`config.mk`:
```
export PLATFORM = sky130hd
export DESIGN_NAME = sar_adc_scan_clock_readout_ctrl
export DESIGN_NICKNAME = d
export VERILOG_FILES = /design/src/mclk_divider.v /design/src/sar_adc_scan_clock_readout_ctrl.v
export VERILOG_INCLUDE_DIRS = /design/src /design/src/src
export SDC_FILE = /design/constraint.sdc
export NUM_CORES = 1
export LEC_CHECK = 0
export BUFFER_PORTS_ARGS = -buffer_cell sky130_fd_sc_hd__buf_4
export CORE_MARGIN = 2
export CORE_UTILIZATION = 35
export DETAILED_ROUTE_END_ITERATION = 16
export GPL_TIMING_DRIVEN = 0
export HOLD_SLACK_MARGIN = 0.12
export MAX_ROUTING_LAYER = met4
export SYNTH_ARGS = -nofsm -noshare
export SYNTH_HDL_FRONTEND = slang
export SYNTH_SLANG_ARGS = --single-unit
```
`constraint.sdc`:
```
create_clock -name clock -period 17.07 [get_ports clock]
set_clock_uncertainty 0.1 [all_clocks]
set_input_delay 3.414 -clock clock [delete_from_list [all_inputs] [get_ports clock]]
set_output_delay 3.414 -clock clock [all_outputs]
set_load 0.02 [all_outputs]
```
`src/sar_scan_clock_map.vh`:
```
`ifndef SAR_SCAN_CLOCK_MAP_VH
`define SAR_SCAN_CLOCK_MAP_VH

// register offsets
`define SCAN_TIMER_ADDR     8'h0f
`define RSVD_BYTE_ADDR      8'h10
`define CLK_CTRL_ADDR       8'h11
`define HOLD_CTRL_ADDR      8'h12

// reset values
`define SCAN_TIMER_RESET    8'h40
`define RSVD_BYTE_RESET     8'h00
`define CLK_CTRL_RESET      8'h01
`define HOLD_CTRL_RESET     8'h00

// scan interval timer control fields
`define SCAN_RSVD_MSB       7
`define SCAN_RSVD_LSB       4
`define SCAN_DLY_EN_BIT     3
`define SCAN_SEL_MSB        2
`define SCAN_SEL_LSB        0

// converter clock control fields
`define CLK_SRC_BIT         7
`define CLK_DIV_MSB         6
`define CLK_DIV_LSB         0

// readout hold control fields
`define RD_PORT_BIT         7
`define HOLD_MODE_BIT       6
`define SW_HOLD_BIT         5
`define HOLD_RSVD_MSB       4
`define HOLD_RSVD_LSB       0

// clock rates
`define CLK_FREQ_MHZ        7'h64
`define OSC_FREQ_MHZ        7'h08
`define OSC_BASE_DIV        4'h8
`define DIV_ZERO_LAST       7'h7f

// scan delays in hundredths of a minute
`define SCAN_DLY0_CMIN      11'h070
`define SCAN_DLY1_CMIN      11'h150
`define SCAN_DLY2_CMIN      11'h22f
`define SCAN_DLY3_CMIN      11'h30f
`define SCAN_DLY4_CMIN      11'h3e9
`define SCAN_DLY5_CMIN      11'h4ce
`define SCAN_DLY6_CMIN      11'h5ae
`define SCAN_DLY7_CMIN      11'h68e

// base ticks in one hundredth of a minute: 60 s * 1 MHz / 100
`define SCAN_TICKS_PER_CMIN 30'h00927c0

`endif

```
`src/mclk_divider.v`:
```
`timescale 1ns/1ps
`include "sar_scan_clock_map.vh"

module mclk_divider (
    // clock and reset
    input  wire       clock,
    input  wire       rst,
    // control
    input  wire       enable,
    input  wire [6:0] div_sel,
    // tick in and out
    input  wire       in_tick,
    output reg        out_tick_ff
);

    reg  [6:0] count_ff;
    reg  [6:0] nxt_count;
    reg        nxt_out_tick;
    wire [6:0] last_count;

    // zero selects divide by 128
    assign last_count = (div_sel == 7'h00) ? `DIV_ZERO_LAST : (div_sel - 7'h01);

    // count master clock edges up to the last count
    always @* begin
        nxt_count    = count_ff;
        nxt_out_tick = 1'b0;
        if (!enable) begin
            nxt_count = 7'h00;
        end else if (in_tick) begin
            if (count_ff >= last_count) begin
                nxt_count    = 7'h00;
                nxt_out_tick = 1'b1;
            end else begin
                nxt_count = count_ff + 7'h01;
            end
        end
    end

    // state registers
    always @(posedge clock) begin
        if (rst) begin
            count_ff    <= 7'h00;
            out_tick_ff <= 1'b0;
        end else begin
            count_ff    <= nxt_count;
            out_tick_ff <= nxt_out_tick;
        end
    end

endmodule // mclk_divider

```
`src/sar_adc_scan_clock_readout_ctrl.v`:
```
`timescale 1ns/1ps
`include "sar_scan_clock_map.vh"

module sar_adc_scan_clock_readout_ctrl #(
    parameter [29:0] TICKS_PER_CMIN = `SCAN_TICKS_PER_CMIN
) (
    // clock and reset
    input  wire       clock,
    input  wire       rst,
    // register port
    input  wire [7:0] reg_addr,
    input  wire       reg_wr,
    input  wire [7:0] reg_wdata,
    input  wire       reg_rd,
    output reg  [7:0] reg_rdata_ff,
    output reg        reg_rvalid_ff,
    // external master clock pin
    input  wire       mclk_pin,
    // auto-scan sequencing
    input  wire       auto_scan_en,
    input  wire       scan_round_done,
    output reg        scan_start_ff,
    output reg        scan_delay_busy_ff,
    // converter clock enable
    output reg        sar_clk_en_ff,
    // result readout
    input  wire       spi_read_active,
    output reg        spi_readout_sel_ff,
    output reg        i2c_readout_sel_ff,
    output reg        result_update_en_ff
);

    // scan sequencer states
    localparam [2:0] ST_IDLE = 3'b001;
    localparam [2:0] ST_RUN  = 3'b010;
    localparam [2:0] ST_WAIT = 3'b100;

    // register reset images, sliced into the field flops
    localparam [7:0] SCAN_RST = `SCAN_TIMER_RESET;
    localparam [7:0] CLK_RST  = `CLK_CTRL_RESET;
    localparam [7:0] HOLD_RST = `HOLD_CTRL_RESET;

    // delay code to hundredths of a minute
    function [10:0] scan_delay_cmin;
        input [2:0] code;
        begin
            case (code)
                3'h0:    scan_delay_cmin = `SCAN_DLY0_CMIN;
                3'h1:    scan_delay_cmin = `SCAN_DLY1_CMIN;
                3'h2:    scan_delay_cmin = `SCAN_DLY2_CMIN;
                3'h3:    scan_delay_cmin = `SCAN_DLY3_CMIN;
                3'h4:    scan_delay_cmin = `SCAN_DLY4_CMIN;
                3'h5:    scan_delay_cmin = `SCAN_DLY5_CMIN;
                3'h6:    scan_delay_cmin = `SCAN_DLY6_CMIN;
                default: scan_delay_cmin = `SCAN_DLY7_CMIN;
            endcase
        end
    endfunction

    // configuration registers
    reg        scan_dly_en_ff;
    reg  [2:0] scan_sel_ff;
    reg        clk_src_ff;
    reg  [6:0] clk_div_ff;
    reg        rd_port_ff;
    reg        hold_mode_ff;
    reg        sw_hold_ff;

    // master clock pin synchroniser and edge detect
    reg        mclk_meta_ff;
    reg        mclk_sync_ff;
    reg        mclk_prev_ff;
    wire       mclk_edge;

    // internal oscillator emulation
    reg  [6:0] osc_acc_ff;
    reg  [6:0] nxt_osc_acc;
    reg        osc_tick_ff;
    reg        nxt_osc_tick;
    reg  [3:0] osc_base_cnt_ff;
    reg  [3:0] nxt_osc_base_cnt;
    reg        osc_base_tick_ff;
    reg        nxt_osc_base_tick;

    // clock selection
    wire       mclk_div_tick;
    wire       conv_tick;
    wire       base_tick;

    // scan sequencer
    reg  [2:0]  state_ff;
    reg  [2:0]  nxt_state;
    reg  [29:0] timer_ff;
    reg  [29:0] nxt_timer;
    reg         nxt_scan_start;
    wire [40:0] delay_product;
    wire [29:0] delay_load;

    // readout freeze
    wire       freeze_auto;
    wire       freeze_sw;

    // register readback
    reg  [7:0] nxt_rdata;

    // configuration writes, reserved fields never stored
    always @(posedge clock) begin
        if (rst) begin
            scan_dly_en_ff <= SCAN_RST[`SCAN_DLY_EN_BIT];
            scan_sel_ff    <= SCAN_RST[`SCAN_SEL_MSB:`SCAN_SEL_LSB];
            clk_src_ff     <= CLK_RST[`CLK_SRC_BIT];
            clk_div_ff     <= CLK_RST[`CLK_DIV_MSB:`CLK_DIV_LSB];
            rd_port_ff     <= HOLD_RST[`RD_PORT_BIT];
            hold_mode_ff   <= HOLD_RST[`HOLD_MODE_BIT];
            sw_hold_ff     <= HOLD_RST[`SW_HOLD_BIT];
        end else if (reg_wr) begin
            case (reg_addr)
                `SCAN_TIMER_ADDR: begin
                    scan_dly_en_ff <= reg_wdata[`SCAN_DLY_EN_BIT];
                    scan_sel_ff    <= reg_wdata[`SCAN_SEL_MSB:`SCAN_SEL_LSB];
                end
                `CLK_CTRL_ADDR: begin
                    clk_src_ff <= reg_wdata[`CLK_SRC_BIT];
                    clk_div_ff <= reg_wdata[`CLK_DIV_MSB:`CLK_DIV_LSB];
                end
                `HOLD_CTRL_ADDR: begin
                    rd_port_ff   <= reg_wdata[`RD_PORT_BIT];
                    hold_mode_ff <= reg_wdata[`HOLD_MODE_BIT];
                    sw_hold_ff   <= reg_wdata[`SW_HOLD_BIT];
                end
                default: begin
                    scan_dly_en_ff <= scan_dly_en_ff;
                end
            endcase
        end
    end

    // readback, reserved fields show their reset values
    always @* begin
        nxt_rdata = 8'h00;
        case (reg_addr)
            `SCAN_TIMER_ADDR: begin
                nxt_rdata = `SCAN_TIMER_RESET;
                nxt_rdata[`SCAN_DLY_EN_BIT] = scan_dly_en_ff;
                nxt_rdata[`SCAN_SEL_MSB:`SCAN_SEL_LSB] = scan_sel_ff;
            end
            `RSVD_BYTE_ADDR: begin
                nxt_rdata = `RSVD_BYTE_RESET;
            end
            `CLK_CTRL_ADDR: begin
                nxt_rdata[`CLK_SRC_BIT] = clk_src_ff;
                nxt_rdata[`CLK_DIV_MSB:`CLK_DIV_LSB] = clk_div_ff;
            end
            `HOLD_CTRL_ADDR: begin
                nxt_rdata = `HOLD_CTRL_RESET;
                nxt_rdata[`RD_PORT_BIT]   = rd_port_ff;
                nxt_rdata[`HOLD_MODE_BIT] = hold_mode_ff;
                nxt_rdata[`SW_HOLD_BIT]   = sw_hold_ff;
            end
            default: begin
                nxt_rdata = 8'h00;
            end
        endcase
    end

    // read data answers one cycle after the strobe
    always @(posedge clock) begin
        if (rst) begin
            reg_rdata_ff  <= 8'h00;
            reg_rvalid_ff <= 1'b0;
        end else begin
            reg_rvalid_ff <= reg_rd;
            if (reg_rd) begin
                reg_rdata_ff <= nxt_rdata;
            end
        end
    end

    // master clock pin through two flops, then rising edge
    always @(posedge clock) begin
        if (rst) begin
            mclk_meta_ff <= 1'b0;
            mclk_sync_ff <= 1'b0;
            mclk_prev_ff <= 1'b0;
        end else begin
            mclk_meta_ff <= mclk_pin;
            mclk_sync_ff <= mclk_meta_ff;
            mclk_prev_ff <= mclk_sync_ff;
        end
    end

    assign mclk_edge = mclk_sync_ff & ~mclk_prev_ff;

    // divided master clock, held idle while the oscillator is chosen
    mclk_divider u_mclk_divider (
        .clock       (clock),
        .rst         (rst),
        .enable      (clk_src_ff),
        .div_sel     (clk_div_ff),
        .in_tick     (mclk_edge),
        .out_tick_ff (mclk_div_tick)
    );

    // 8 mhz oscillator ticks by phase accumulation on the 100 mhz clock
    always @* begin
        nxt_osc_acc  = osc_acc_ff + `OSC_FREQ_MHZ;
        nxt_osc_tick = 1'b0;
        if (osc_acc_ff >= (`CLK_FREQ_MHZ - `OSC_FREQ_MHZ)) begin
            nxt_osc_acc  = osc_acc_ff + `OSC_FREQ_MHZ - `CLK_FREQ_MHZ;
            nxt_osc_tick = 1'b1;
        end
    end

    // oscillator prescaled by eight to the 1 mhz timer base
    always @* begin
        nxt_osc_base_cnt  = osc_base_cnt_ff;
        nxt_osc_base_tick = 1'b0;
        if (osc_tick_ff) begin
            if (osc_base_cnt_ff == (`OSC_BASE_DIV - 4'h1)) begin
                nxt_osc_base_cnt  = 4'h0;
                nxt_osc_base_tick = 1'b1;
            end else begin
                nxt_osc_base_cnt = osc_base_cnt_ff + 4'h1;
            end
        end
    end

    // oscillator registers
    always @(posedge clock) begin
        if (rst) begin
            osc_acc_ff       <= 7'h00;
            osc_tick_ff      <= 1'b0;
            osc_base_cnt_ff  <= 4'h0;
            osc_base_tick_ff <= 1'b0;
        end else begin
            osc_acc_ff       <= nxt_osc_acc;
            osc_tick_ff      <= nxt_osc_tick;
            osc_base_cnt_ff  <= nxt_osc_base_cnt;
            osc_base_tick_ff <= nxt_osc_base_tick;
        end
    end

    // converter clock and timer base from the chosen source
    assign conv_tick = clk_src_ff ? mclk_div_tick : osc_tick_ff;
    assign base_tick = clk_src_ff ? mclk_div_tick : osc_base_tick_ff;

    // converter clock enable pulse
    always @(posedge clock) begin
        if (rst) begin
            sar_clk_en_ff <= 1'b0;
        end else begin
            sar_clk_en_ff <= conv_tick;
        end
    end

    // interval length in base ticks
    assign delay_product = scan_delay_cmin(scan_sel_ff) * TICKS_PER_CMIN;
    assign delay_load    = delay_product[29:0];

    // scan sequencer: start, run, optional interval wait
    always @* begin
        nxt_state      = state_ff;
        nxt_timer      = timer_ff;
        nxt_scan_start = 1'b0;
        case (state_ff)
            ST_IDLE: begin
                if (auto_scan_en) begin
                    nxt_scan_start = 1'b1;
                    nxt_state      = ST_RUN;
                end
            end
            ST_RUN: begin
                if (!auto_scan_en) begin
                    nxt_state = ST_IDLE;
                end else if (scan_round_done) begin
                    if (scan_dly_en_ff) begin
                        nxt_timer = delay_load;
                        nxt_state = ST_WAIT;
                    end else begin
                        nxt_scan_start = 1'b1;
                    end
                end
            end
            ST_WAIT: begin
                if (!auto_scan_en) begin
                    nxt_state = ST_IDLE;
                end else if (!scan_dly_en_ff) begin
                    nxt_scan_start = 1'b1;
                    nxt_state      = ST_RUN;
                end else if (base_tick) begin
                    if (timer_ff <= 30'h00000001) begin
                        nxt_scan_start = 1'b1;
                        nxt_state      = ST_RUN;
                    end else begin
                        nxt_timer = timer_ff - 30'h00000001;
                    end
                end
            end
            default: begin
                nxt_state = ST_IDLE;
            end
        endcase
    end

    // sequencer registers
    always @(posedge clock) begin
        if (rst) begin
            state_ff           <= ST_IDLE;
            timer_ff           <= 30'h00000000;
            scan_start_ff      <= 1'b0;
            scan_delay_busy_ff <= 1'b0;
        end else begin
            state_ff           <= nxt_state;
            timer_ff           <= nxt_timer;
            scan_start_ff      <= nxt_scan_start;
            scan_delay_busy_ff <= (nxt_state == ST_WAIT);
        end
    end

    // automatic freeze only for spi readout, software freeze in hold mode
    assign freeze_auto = ~hold_mode_ff & ~rd_port_ff & spi_read_active;
    assign freeze_sw   = hold_mode_ff & sw_hold_ff;

    // readout port selection and result update enable
    always @(posedge clock) begin
        if (rst) begin
            spi_readout_sel_ff  <= 1'b1;
            i2c_readout_sel_ff  <= 1'b0;
            result_update_en_ff <= 1'b1;
        end else begin
            spi_readout_sel_ff  <= ~rd_port_ff;
            i2c_readout_sel_ff  <= rd_port_ff;
            result_update_en_ff <= ~(freeze_auto | freeze_sw);
        end
    end

endmodule // sar_adc_scan_clock_readout_ctrl

```
==> results of run 1 <==
area by class of cell:
cell class	count	share of cell area, %
Clock buffer	11	3.098
Buffer	37	1.948
Clock inverter	5	0.5270
Inverter	86	4.120
Sequential cell	85	21.72
Tap cell	265	4.232
Timing Repair Buffer	35	3.354
Multi-Input combinational cell	643	61.00
critical path: stages, from the launching register on:
cell	delay [ns]
sky130_fd_sc_hd__dfxtp_1	0.31
sky130_fd_sc_hd__clkbuf_1	0.36
sky130_fd_sc_hd__clkinv_1	0.45
sky130_fd_sc_hd__nand3_1	0.29
sky130_fd_sc_hd__nand2_1	0.18
sky130_fd_sc_hd__ha_1	0.38
sky130_fd_sc_hd__xnor2_1	0.41
sky130_fd_sc_hd__fa_1	0.51
sky130_fd_sc_hd__xor2_1	0.16
sky130_fd_sc_hd__ha_1	0.30
sky130_fd_sc_hd__fa_1	0.54
sky130_fd_sc_hd__inv_1	0.05
sky130_fd_sc_hd__fa_1	0.55
sky130_fd_sc_hd__inv_1	0.05
sky130_fd_sc_hd__ha_1	0.34
sky130_fd_sc_hd__nand2_1	0.15
sky130_fd_sc_hd__a21oi_1	0.06
sky130_fd_sc_hd__o31ai_1	0.26
sky130_fd_sc_hd__a31oi_1	0.14
sky130_fd_sc_hd__or3_1	0.32
sky130_fd_sc_hd__a31oi_1	0.20
sky130_fd_sc_hd__o31ai_1	0.09
state kept, by name, summed over array words and instances, names as in the netlist, 3 cells and up:
signal	count
osc_acc_ff	5
u_mclk_divider.count_ff	7
osc_base_cnt_ff	4
clk_div_ff	7
scan_sel_ff	3
state_ff	3
timer_ff	30
reg_rdata_ff	8
layout by cell type, fill, tap and decap left out, types with 4 or more instances in the layout:
cell type                   synthesis  layout
sky130_fd_sc_hd__nor2b_1            9       9
sky130_fd_sc_hd__nand2b_1           8       8
sky130_fd_sc_hd__nor4_1             7       7
sky130_fd_sc_hd__o21bai_1           5       5
sky130_fd_sc_hd__buf_2              5       5
sky130_fd_sc_hd__mux2i_1            5       5
sky130_fd_sc_hd__nor2_1            79      79
sky130_fd_sc_hd__xnor2_1           21      21
sky130_fd_sc_hd__inv_1             85      85
sky130_fd_sc_hd__o22ai_1            4       4
sky130_fd_sc_hd__o21a_1             7       7
sky130_fd_sc_hd__nand3b_1           7       7
sky130_fd_sc_hd__clkbuf_1          30      31
sky130_fd_sc_hd__fa_1              29      29
sky130_fd_sc_hd__dfxtp_1           85      85
sky130_fd_sc_hd__o31ai_1            5       5
sky130_fd_sc_hd__a211o_1            5       5
sky130_fd_sc_hd__a211oi_1          14      14
sky130_fd_sc_hd__and2_1             4       4
sky130_fd_sc_hd__or3_1              6       6
sky130_fd_sc_hd__a22oi_1            9       9
sky130_fd_sc_hd__clkbuf_16          0       9
sky130_fd_sc_hd__or2_2              8       8
sky130_fd_sc_hd__xor2_1            13      13
sky130_fd_sc_hd__nand4_1            4       4
sky130_fd_sc_hd__nor3_1            40      40
sky130_fd_sc_hd__nand2_1           70      70
sky130_fd_sc_hd__a21oi_1           63      63
sky130_fd_sc_hd__nand3_1           26      26
sky130_fd_sc_hd__a31oi_1            6       6
sky130_fd_sc_hd__buf_4              0      35
sky130_fd_sc_hd__o21ai_0           40      40
sky130_fd_sc_hd__a21o_1             4       4
sky130_fd_sc_hd__ha_1              92      92
cells by family (layout without fill, tap and decap cells):
logic type / count (synthesis) / after routing / synth area share (%)
mux: 7 / 7 / 1.043
buf+inv: 123 / 174 / 6.834
xor+xnor: 34 / 34 / 4.281
fa+ha+maj: 121 / 121 / 24.89
other cells: 1 / 1 / 0.05391
simple gates: 294 / 294 / 21.08
compound gates: 186 / 186 / 17.36
flops: 85 / 85 / 24.46
metrics by stage:
stage	std cells	utilization, %
final	1167	40.26
after global routing	1167	40.26
after CTS	1167	40.26
after detailed placement	1151	38.80
after global placement	1151	38.80
after floorplan	851	-
power breakdown:
part           internal (W)  switching, W
combinational     0.0000134     0.0000178
sequential         0.000201    0.00000207
clock              0.000104     0.0000833
total              0.000318      0.000103
per-layer routing:
| metal | global-route usage, % | vias to the layer above | part of all wire (%) |
|---|---|---|---|
| met3 | 2.642 | 10 | 3.5 |
| li1 | - | 3051 | - |
| met4 | 3.020 | 0 | 0.73 |
| met2 | 29.00 | 99 | 48 |
| met1 | 22.14 | 2859 | 48 |
| met5 | - | - | 0 |
how the worst max path moves through the flow:
stage | from | end | slack [ns] | cells past startpoint
after global placement | scan_sel_ff[1] | timer_ff[27] | 10.73 | 21
after detailed placement | scan_sel_ff[1] | timer_ff[27] | 10.75 | 21
final | scan_sel_ff[1] | timer_ff[27] | 10.75 | 21
after CTS | scan_sel_ff[1] | timer_ff[27] | 10.70 | 21
after floorplan | scan_sel_ff[1] | timer_ff[27] | 11.61 | 21
after global routing | scan_sel_ff[1] | timer_ff[27] | 10.33 | 21
==> impl_results.md, run 1 <==
* Final instance area at 7835 µm²
* Multi-input gate area at 4780 µm²
* Antenna violations before repair at 0
* H-tree depth at 3
* Setup slack at placement at 10.75 ns
* Number of post-CTS setup repair buffers at 0
* Hold-fix buffers, CTS at 0
* Unrepaired setup endpoints after global routing: no
* Peak VDD IR at 49.47 µV
* Clock sink total at 85
* Worst min-delay path category: flip-flop to flip-flop
* Cell count of the worst reg-to-reg path at 21
* Mean instance size in the synthesized netlist at 8.175 µm²
* Worst reg2reg setup slack at 10.75 ns
* Weighted congestion at the end of routability-driven global placement at 0.8829
* Pins Over Slew Limit at 0
* Layout-stage area growth over the synthesis result at 12.63%
* Clock tree from TritonCTS: yes
* Most area-hungry cell type in the Yosys netlist: sky130_fd_sc_hd__dfxtp_1
* Clock-pin transition on the worst setup and hold timing paths at 0.06 ns
* Fin nets at 1042
* Dominant cells by area after synthesis: sky130_fd_sc_hd__dfxtp_1 24%, sky130_fd_sc_hd__ha_1 17%, sky130_fd_sc_hd__fa_1 8.3%
* Pin count of the biggest net entering global routing at 16
* Number of cells produced by synthesis at 851
* Yosys Warn Count at 0
* Sequential standard cell area at 1702 µm²
* Clock latency on the worst-skew pair at 0.35 ns
* Drt initial violations at 375
* Number of setup violations in the final report at 0
* Minimum period implied by the final worst setup slack at 6.324 ns
* Data arrival at the endpoint of the critical path at 6.43 ns
* Worst hold-check slack at 0.3353 ns
* Crit path setup slack, layout at 10.75 ns
* Netlist area before placement at 6957 µm²
* Worst Hold Path EP: mclk_sync_ff
* Detail Route Antenna Nets at 0
* Vias after detailed routing at 6019
* Via count of the first global-routing pass at 5881
* FMAX at 158.1 MHz
* GRT Overall Usage at 17.20%
* Result of the run: finished clean
* Post-CTS sizing at 0
* Data required time at the worst endpoint at 17.18 ns
* Global-route wire length before repair at 29120 µm
* Hold path start: mclk_meta_ff
* Total die area at 21020 µm²
* Max capacitance violation total at 0
* Cell with the most instances after synthesis: sky130_fd_sc_hd__ha_1
* Detailed-route wire length per cell at 14.54 µm
* Worst setup path category: flip-flop to flip-flop
* Areal power density over the cells at 53.77 nW/µm²
* Setup TNS at 0 ns
* Number of remaining DRC errors at 0
* DIE WIDTH at 145.0 µm
* Worst setup SP type: flip-flop
* Count of TritonRoute iterations in the first routing pass at 5
* Ratio of final minimum period to clock period at 37.05%
* Count of buffers inserted at the top-level ports at 35
* Antenna diode instance count at 0
* Element type at the critical path end: flip-flop
* Final Hold Fails at 0
* Post-synth top area share at 24.46%
* Number of filler instances in the final layout at 2011
* Critical path peak fanout at 11
* Syn_nets at 996
* Number of buffers added by the clock tree synthesis step at 9
* Count of flip-flops with a built-in enable after synthesis at 0
* Post-layout total power at 0.0004213 W
* Synth cell count leaders: 92 x sky130_fd_sc_hd__ha_1, 85 x sky130_fd_sc_hd__dfxtp_1, 85 x sky130_fd_sc_hd__inv_1
* Initial standard-cell utilization of the core at 35.74%
* Slew at the pin closest to its max-slew limit at 0.9579 ns
* Number of top-level pins at 39
* Final wirelength at 16970 µm
* Share of synthesized flip-flops with an asynchronous set or reset at 0%
* Slew HR at 36.00%
* Half-perimeter wire length after detailed placement at 13310 µm
* Sequential area share after synthesis at 24.46%
* Placeable Area at 19460 µm²
* Overall die height at 145.0 µm
* Standard cell area after detailed placement at 7551 µm²
* Hold Path Depth at 1
* R2r startpoint: scan_sel_ff[1]
* GR Overflow Total at 0
* Vias per cell at 5.158
* Static Leakage at 3.353 nW
* Share of post-route cells with drive strength above 1 at 8.647%
* Site row count at 51
* Terminus of the critical flop-to-flop path: timer_ff[27]
* Root buffer selected by CTS: sky130_fd_sc_hd__clkbuf_16
* Total of flip-flops plus latches after synthesis at 85
* Most used flip-flop cell after synthesis: sky130_fd_sc_hd__dfxtp_1
* Count of different cell masters after synthesis at 69
* Buffer levels on the longest clock path at 2
Power figures use the tool's default switching activity.
==> run 2: changes to the inputs <==
ABC_AREA = 1   (was not set)
clock period = 6.2 ns   (was 17.07 ns; I/O delays follow)
==> impl_results.md, run 2 <==
* Result of the run: finished clean
* Most area-hungry cell type in the Yosys netlist: sky130_fd_sc_hd__dfxtp_1
* Total die area at 22250 µm² (+5.9%)
* Slew HR at 38.43% (+2.4 points)
* Synthesized-area fraction occupied by and/or/nand/nor cells at 27.29% (+6.2 points)
* Met2 track demand over resource at 29.12% (+0.12 points)
* Most frequent cell on the critical path: sky130_fd_sc_hd__inv_1
* Worst min-delay path category: flip-flop to flip-flop
* Buffer levels on the longest clock path at 2 (unchanged)
* Most flop-heavy register: timer_ff
* Root buffer selected by CTS: sky130_fd_sc_hd__clkbuf_16
* Most common library cell in the layout ignoring fill and taps: sky130_fd_sc_hd__nand2_1
* Count of buffers inserted at the top-level ports at 36 (+2.9%)
* Worst hold-check slack at 0.3222 ns (-0.01305 ns)
* Global-route wire length before repair at 30040 µm (+3.1%)
* Minimum period implied by the final worst setup slack at 5.756 ns (-0.5682 ns)
* Pins Over Slew Limit at 0 (unchanged)
* Number of buffers added by the clock tree synthesis step at 9 (unchanged)
* Syn_nets at 1211 (+22%)
* Critical path peak fanout at 8 (-3)
* Clock tree from TritonCTS: yes
* Yosys Warn Count at 0 (unchanged)
* Pin count of the biggest net entering global routing at 17 (+1)
* Antenna diode instance count at 0 (unchanged)
* Xor/xnor cell area share of the yosys netlist at 4.630% (+0.35 points)
* Number of cells produced by synthesis at 1066 (+25%)
* FMAX at 173.7 MHz (+9.9%)
* Non-filler instance count after layout at 1393 (+19%)
* Share of synthesized flip-flops with an asynchronous set or reset at 0% (unchanged)
* Met3 track demand over resource at 2.966% (+0.32 points)
* Element type at the critical path end: flip-flop
* Share of post-route cells with drive strength above 1 at 7.961% (-0.69 points)
* Weighted congestion at the end of routability-driven global placement at 0.8950 (+1.4%)
* Number of filler instances in the final layout at 2242 (+11%)
* Via count of the first global-routing pass at 6273 (+6.7%)
* Detail Route Antenna Nets at 0 (unchanged)
* Layout-stage area growth over the synthesis result at 12.91%
* Max capacitance violation total at 0 (unchanged)
* GRT Overall Usage at 17.30% (+0.10 points)
* Fin nets at 1258 (+21%)
* Most Used Layer, Global Route: met2
* Number of remaining DRC errors at 0 (unchanged)
* Antenna violations before repair at 0 (unchanged)
* Count of TritonRoute iterations in the first routing pass at 4 (-1)
* Biggest regs: timer_ff (30), reg_rdata_ff (8)
* Static Leakage at 4.196 nW (+25%)
* Commonest cells after routing, fill and taps aside: 226 x sky130_fd_sc_hd__nand2_1, 164 x sky130_fd_sc_hd__inv_1, 136 x sky130_fd_sc_hd__nor2_1, 92 x sky130_fd_sc_hd__ha_1, 85 x sky130_fd_sc_hd__dfxtp_1
* Cell total after placement at 1377 (+20%)
* Synth Area in Compound Gates at 11.43% (-5.9 points)
* Final Hold Fails at 0 (unchanged)
* GR Overflow Total at 0 (unchanged)
* Data arrival at the endpoint of the critical path at 5.91 ns (-0.52 ns)
* Worst reg2reg setup slack at 0.44 ns (-10.30 ns)
* Post-synth top area share at 23.07% (-1.4 points)
* Areal power density over the cells at 150.3 nW/µm² (+180%)
* Vias after detailed routing at 6545 (+8.7%)
* H-tree depth at 3 (unchanged)
* Slowest stage delay, CP at 0.53 ns (-0.02 ns)
* Worst setup path category: flip-flop to flip-flop
* Fraction of the mapped netlist area in adder cells at 23.47% (-1.4 points)
* Number of setup violations in the final report at 0 (unchanged)
* Clock latency on the worst-skew pair at 0.35 ns (about the same)
* Setup slack at placement at -0.1126 ns (-10.86 ns)
* Main combinational cell family by area after synthesis: simple AND/OR/NAND/NOR gates
* Initial standard-cell utilization of the core at 35.43% (-0.32 points)
* Drt initial violations at 302 (-19%)
* Flip-flop count of the largest register after layout at 30 (unchanged)
* Detailed-route wire length per cell at 12.95 µm (-11%)
* Crit path setup slack, layout at 0.4443 ns (-10.30 ns)
* Data required time at the worst endpoint at 6.35 ns (-10.83 ns)
* Worst setup SP type: flip-flop
* Sequential area share after synthesis at 23.07% (-1.4 points)
* Netlist area before placement at 7377 µm² (+6.0%)
* Half-perimeter wire length after detailed placement at 14510 µm (+8.9%)
* Clock sink total at 85 (unchanged)
* Slew at the pin closest to its max-slew limit at 0.9138 ns (-0.04406 ns)
* Global routing met1 resource utilization at 21.23% (-0.91 points)
* Peak VDD IR at 125.0 µV (+150%)
* Site row count at 53 (+3.9%)
* Ratio of final minimum period to clock period at 92.83% (+56 points)
* Final wirelength at 18050 µm (+6.4%)
* Number of post-CTS setup repair buffers at 0 (unchanged)
* Mean instance size in the synthesized netlist at 6.920 µm² (-15%)
* Synth cell count leaders: 226 x sky130_fd_sc_hd__nand2_1, 164 x sky130_fd_sc_hd__inv_1, 138 x sky130_fd_sc_hd__nor2_1
* Buffering stage count on the worst path with inverters included at 7 (+3)
* Cell with the most instances after synthesis: sky130_fd_sc_hd__nand2_1
* Hold-fix buffers, CTS at 0 (unchanged)
* Clock-pin transition on the worst setup and hold timing paths at 0.07 ns (about the same)
* Placeable Area at 20820 µm² (+7.0%)
* Dominant cells by area after synthesis: sky130_fd_sc_hd__dfxtp_1 23%, sky130_fd_sc_hd__ha_1 16%, sky130_fd_sc_hd__nand2_1 11%
* Cell type of the slowest stage on the worst timing path: sky130_fd_sc_hd__fa_1
* Multiplexer area fraction after synthesis at 0% (-1.0 points)
* Vias per cell at 4.698 (-8.9%)
* Overall die height at 149.2 µm (+2.9%)
* Count of flip-flops with a built-in enable after synthesis at 0 (unchanged)
* Most used flip-flop cell after synthesis: sky130_fd_sc_hd__dfxtp_1
* Count of different cell masters after synthesis at 39 (-43%)
* DIE WIDTH at 149.2 µm (+2.9%)
* Total of flip-flops plus latches after synthesis at 85 (unchanged)
* Largest delay share family, worst path: adder cells
* Number of top-level pins at 39 (unchanged)
run 2: layer usage:
metal | part of all wire (%) | vias up
met2 | 47 | 90
met1 | 47 | 2935
met5 | 0 | -
li1 | - | 3484
met4 | 2.3 | 0
met3 | 2.9 | 36
run 2: cell families after synthesis:
| group | after synthesis |
|---|---|
| and+or+nand+nor | 471 |
| buffers and inverters | 188 |
| AOI/OAI and AO/OA | 161 |
| adders and majority gates | 121 |
| DFF | 85 |
| xor gates and xnor gates | 39 |
| other | 1 |
run 2: worst paths after layout:
| check | depth (start not counted) | to | startpoint |
|---|---|---|---|
| setup / recovery | 27 | timer_ff[27] | scan_sel_ff[2] |
| hold / removal | 2 | mclk_sync_ff | mclk_meta_ff |
| setup reg to reg | 27 | timer_ff[27] | scan_sel_ff[2] |
| hold reg to reg | 2 | mclk_sync_ff | mclk_meta_ff |
run 2: through the flow:
| step | total power (W) | setup TNS (ns) | utilization [%] | cell area, µm² |
|---|---|---|---|---|
| 6_report | 0.001252 | 0 | 40.00 | 8329 |
| 5_1_grt | 0.001307 | -0.004035 | 40.00 | 8329 |
| 4_1_cts | 0.001263 | 0 | 39.91 | 8309 |
| 3_5_place_dp | 0.0006922 | -0.2795 | 38.38 | 7991 |
| 3_3_place_gp | 0.0006909 | -0.1521 | 38.38 | 7991 |
| 2_1_floorplan | 0.0006506 | 0 | - | 7377 |
run 2: worst min-delay path: stages (launching register included):
cell and delay [ns]:
sky130_fd_sc_hd__dfxtp_1 0.30, sky130_fd_sc_hd__inv_1 0.05, sky130_fd_sc_hd__nor2_1 0.03
run 2: timing repair:
action                                  CTS  global route
pin swaps                                 0             0
gates resized for setup                   2             6
endpoints found under the setup margin    4             6
run 2: layout make-up:
cell class	instances	area [µm²]	area share [%]
flip-flops and latches	85	1702	20.43
well taps	275	344.1	4.131
repair buffers	36	270.3	3.245
multi-input cells	793	4962	59.58
plain buffers	23	121.4	1.457
clock buffers	10	229.0	2.749
inverters	165	621.8	7.466
clock inverters	6	78.83	0.9464
run 2: power by group:
group | internal (W) | total (W) | leakage (nW) | switching [W]
sequential | 0.000552 | 0.000556 | 0.687 | 0.00000417
clock | 0.000322 | 0.000571 | 0.152 | 0.000249
combinational | 0.0000477 | 0.000124 | 3.36 | 0.0000766
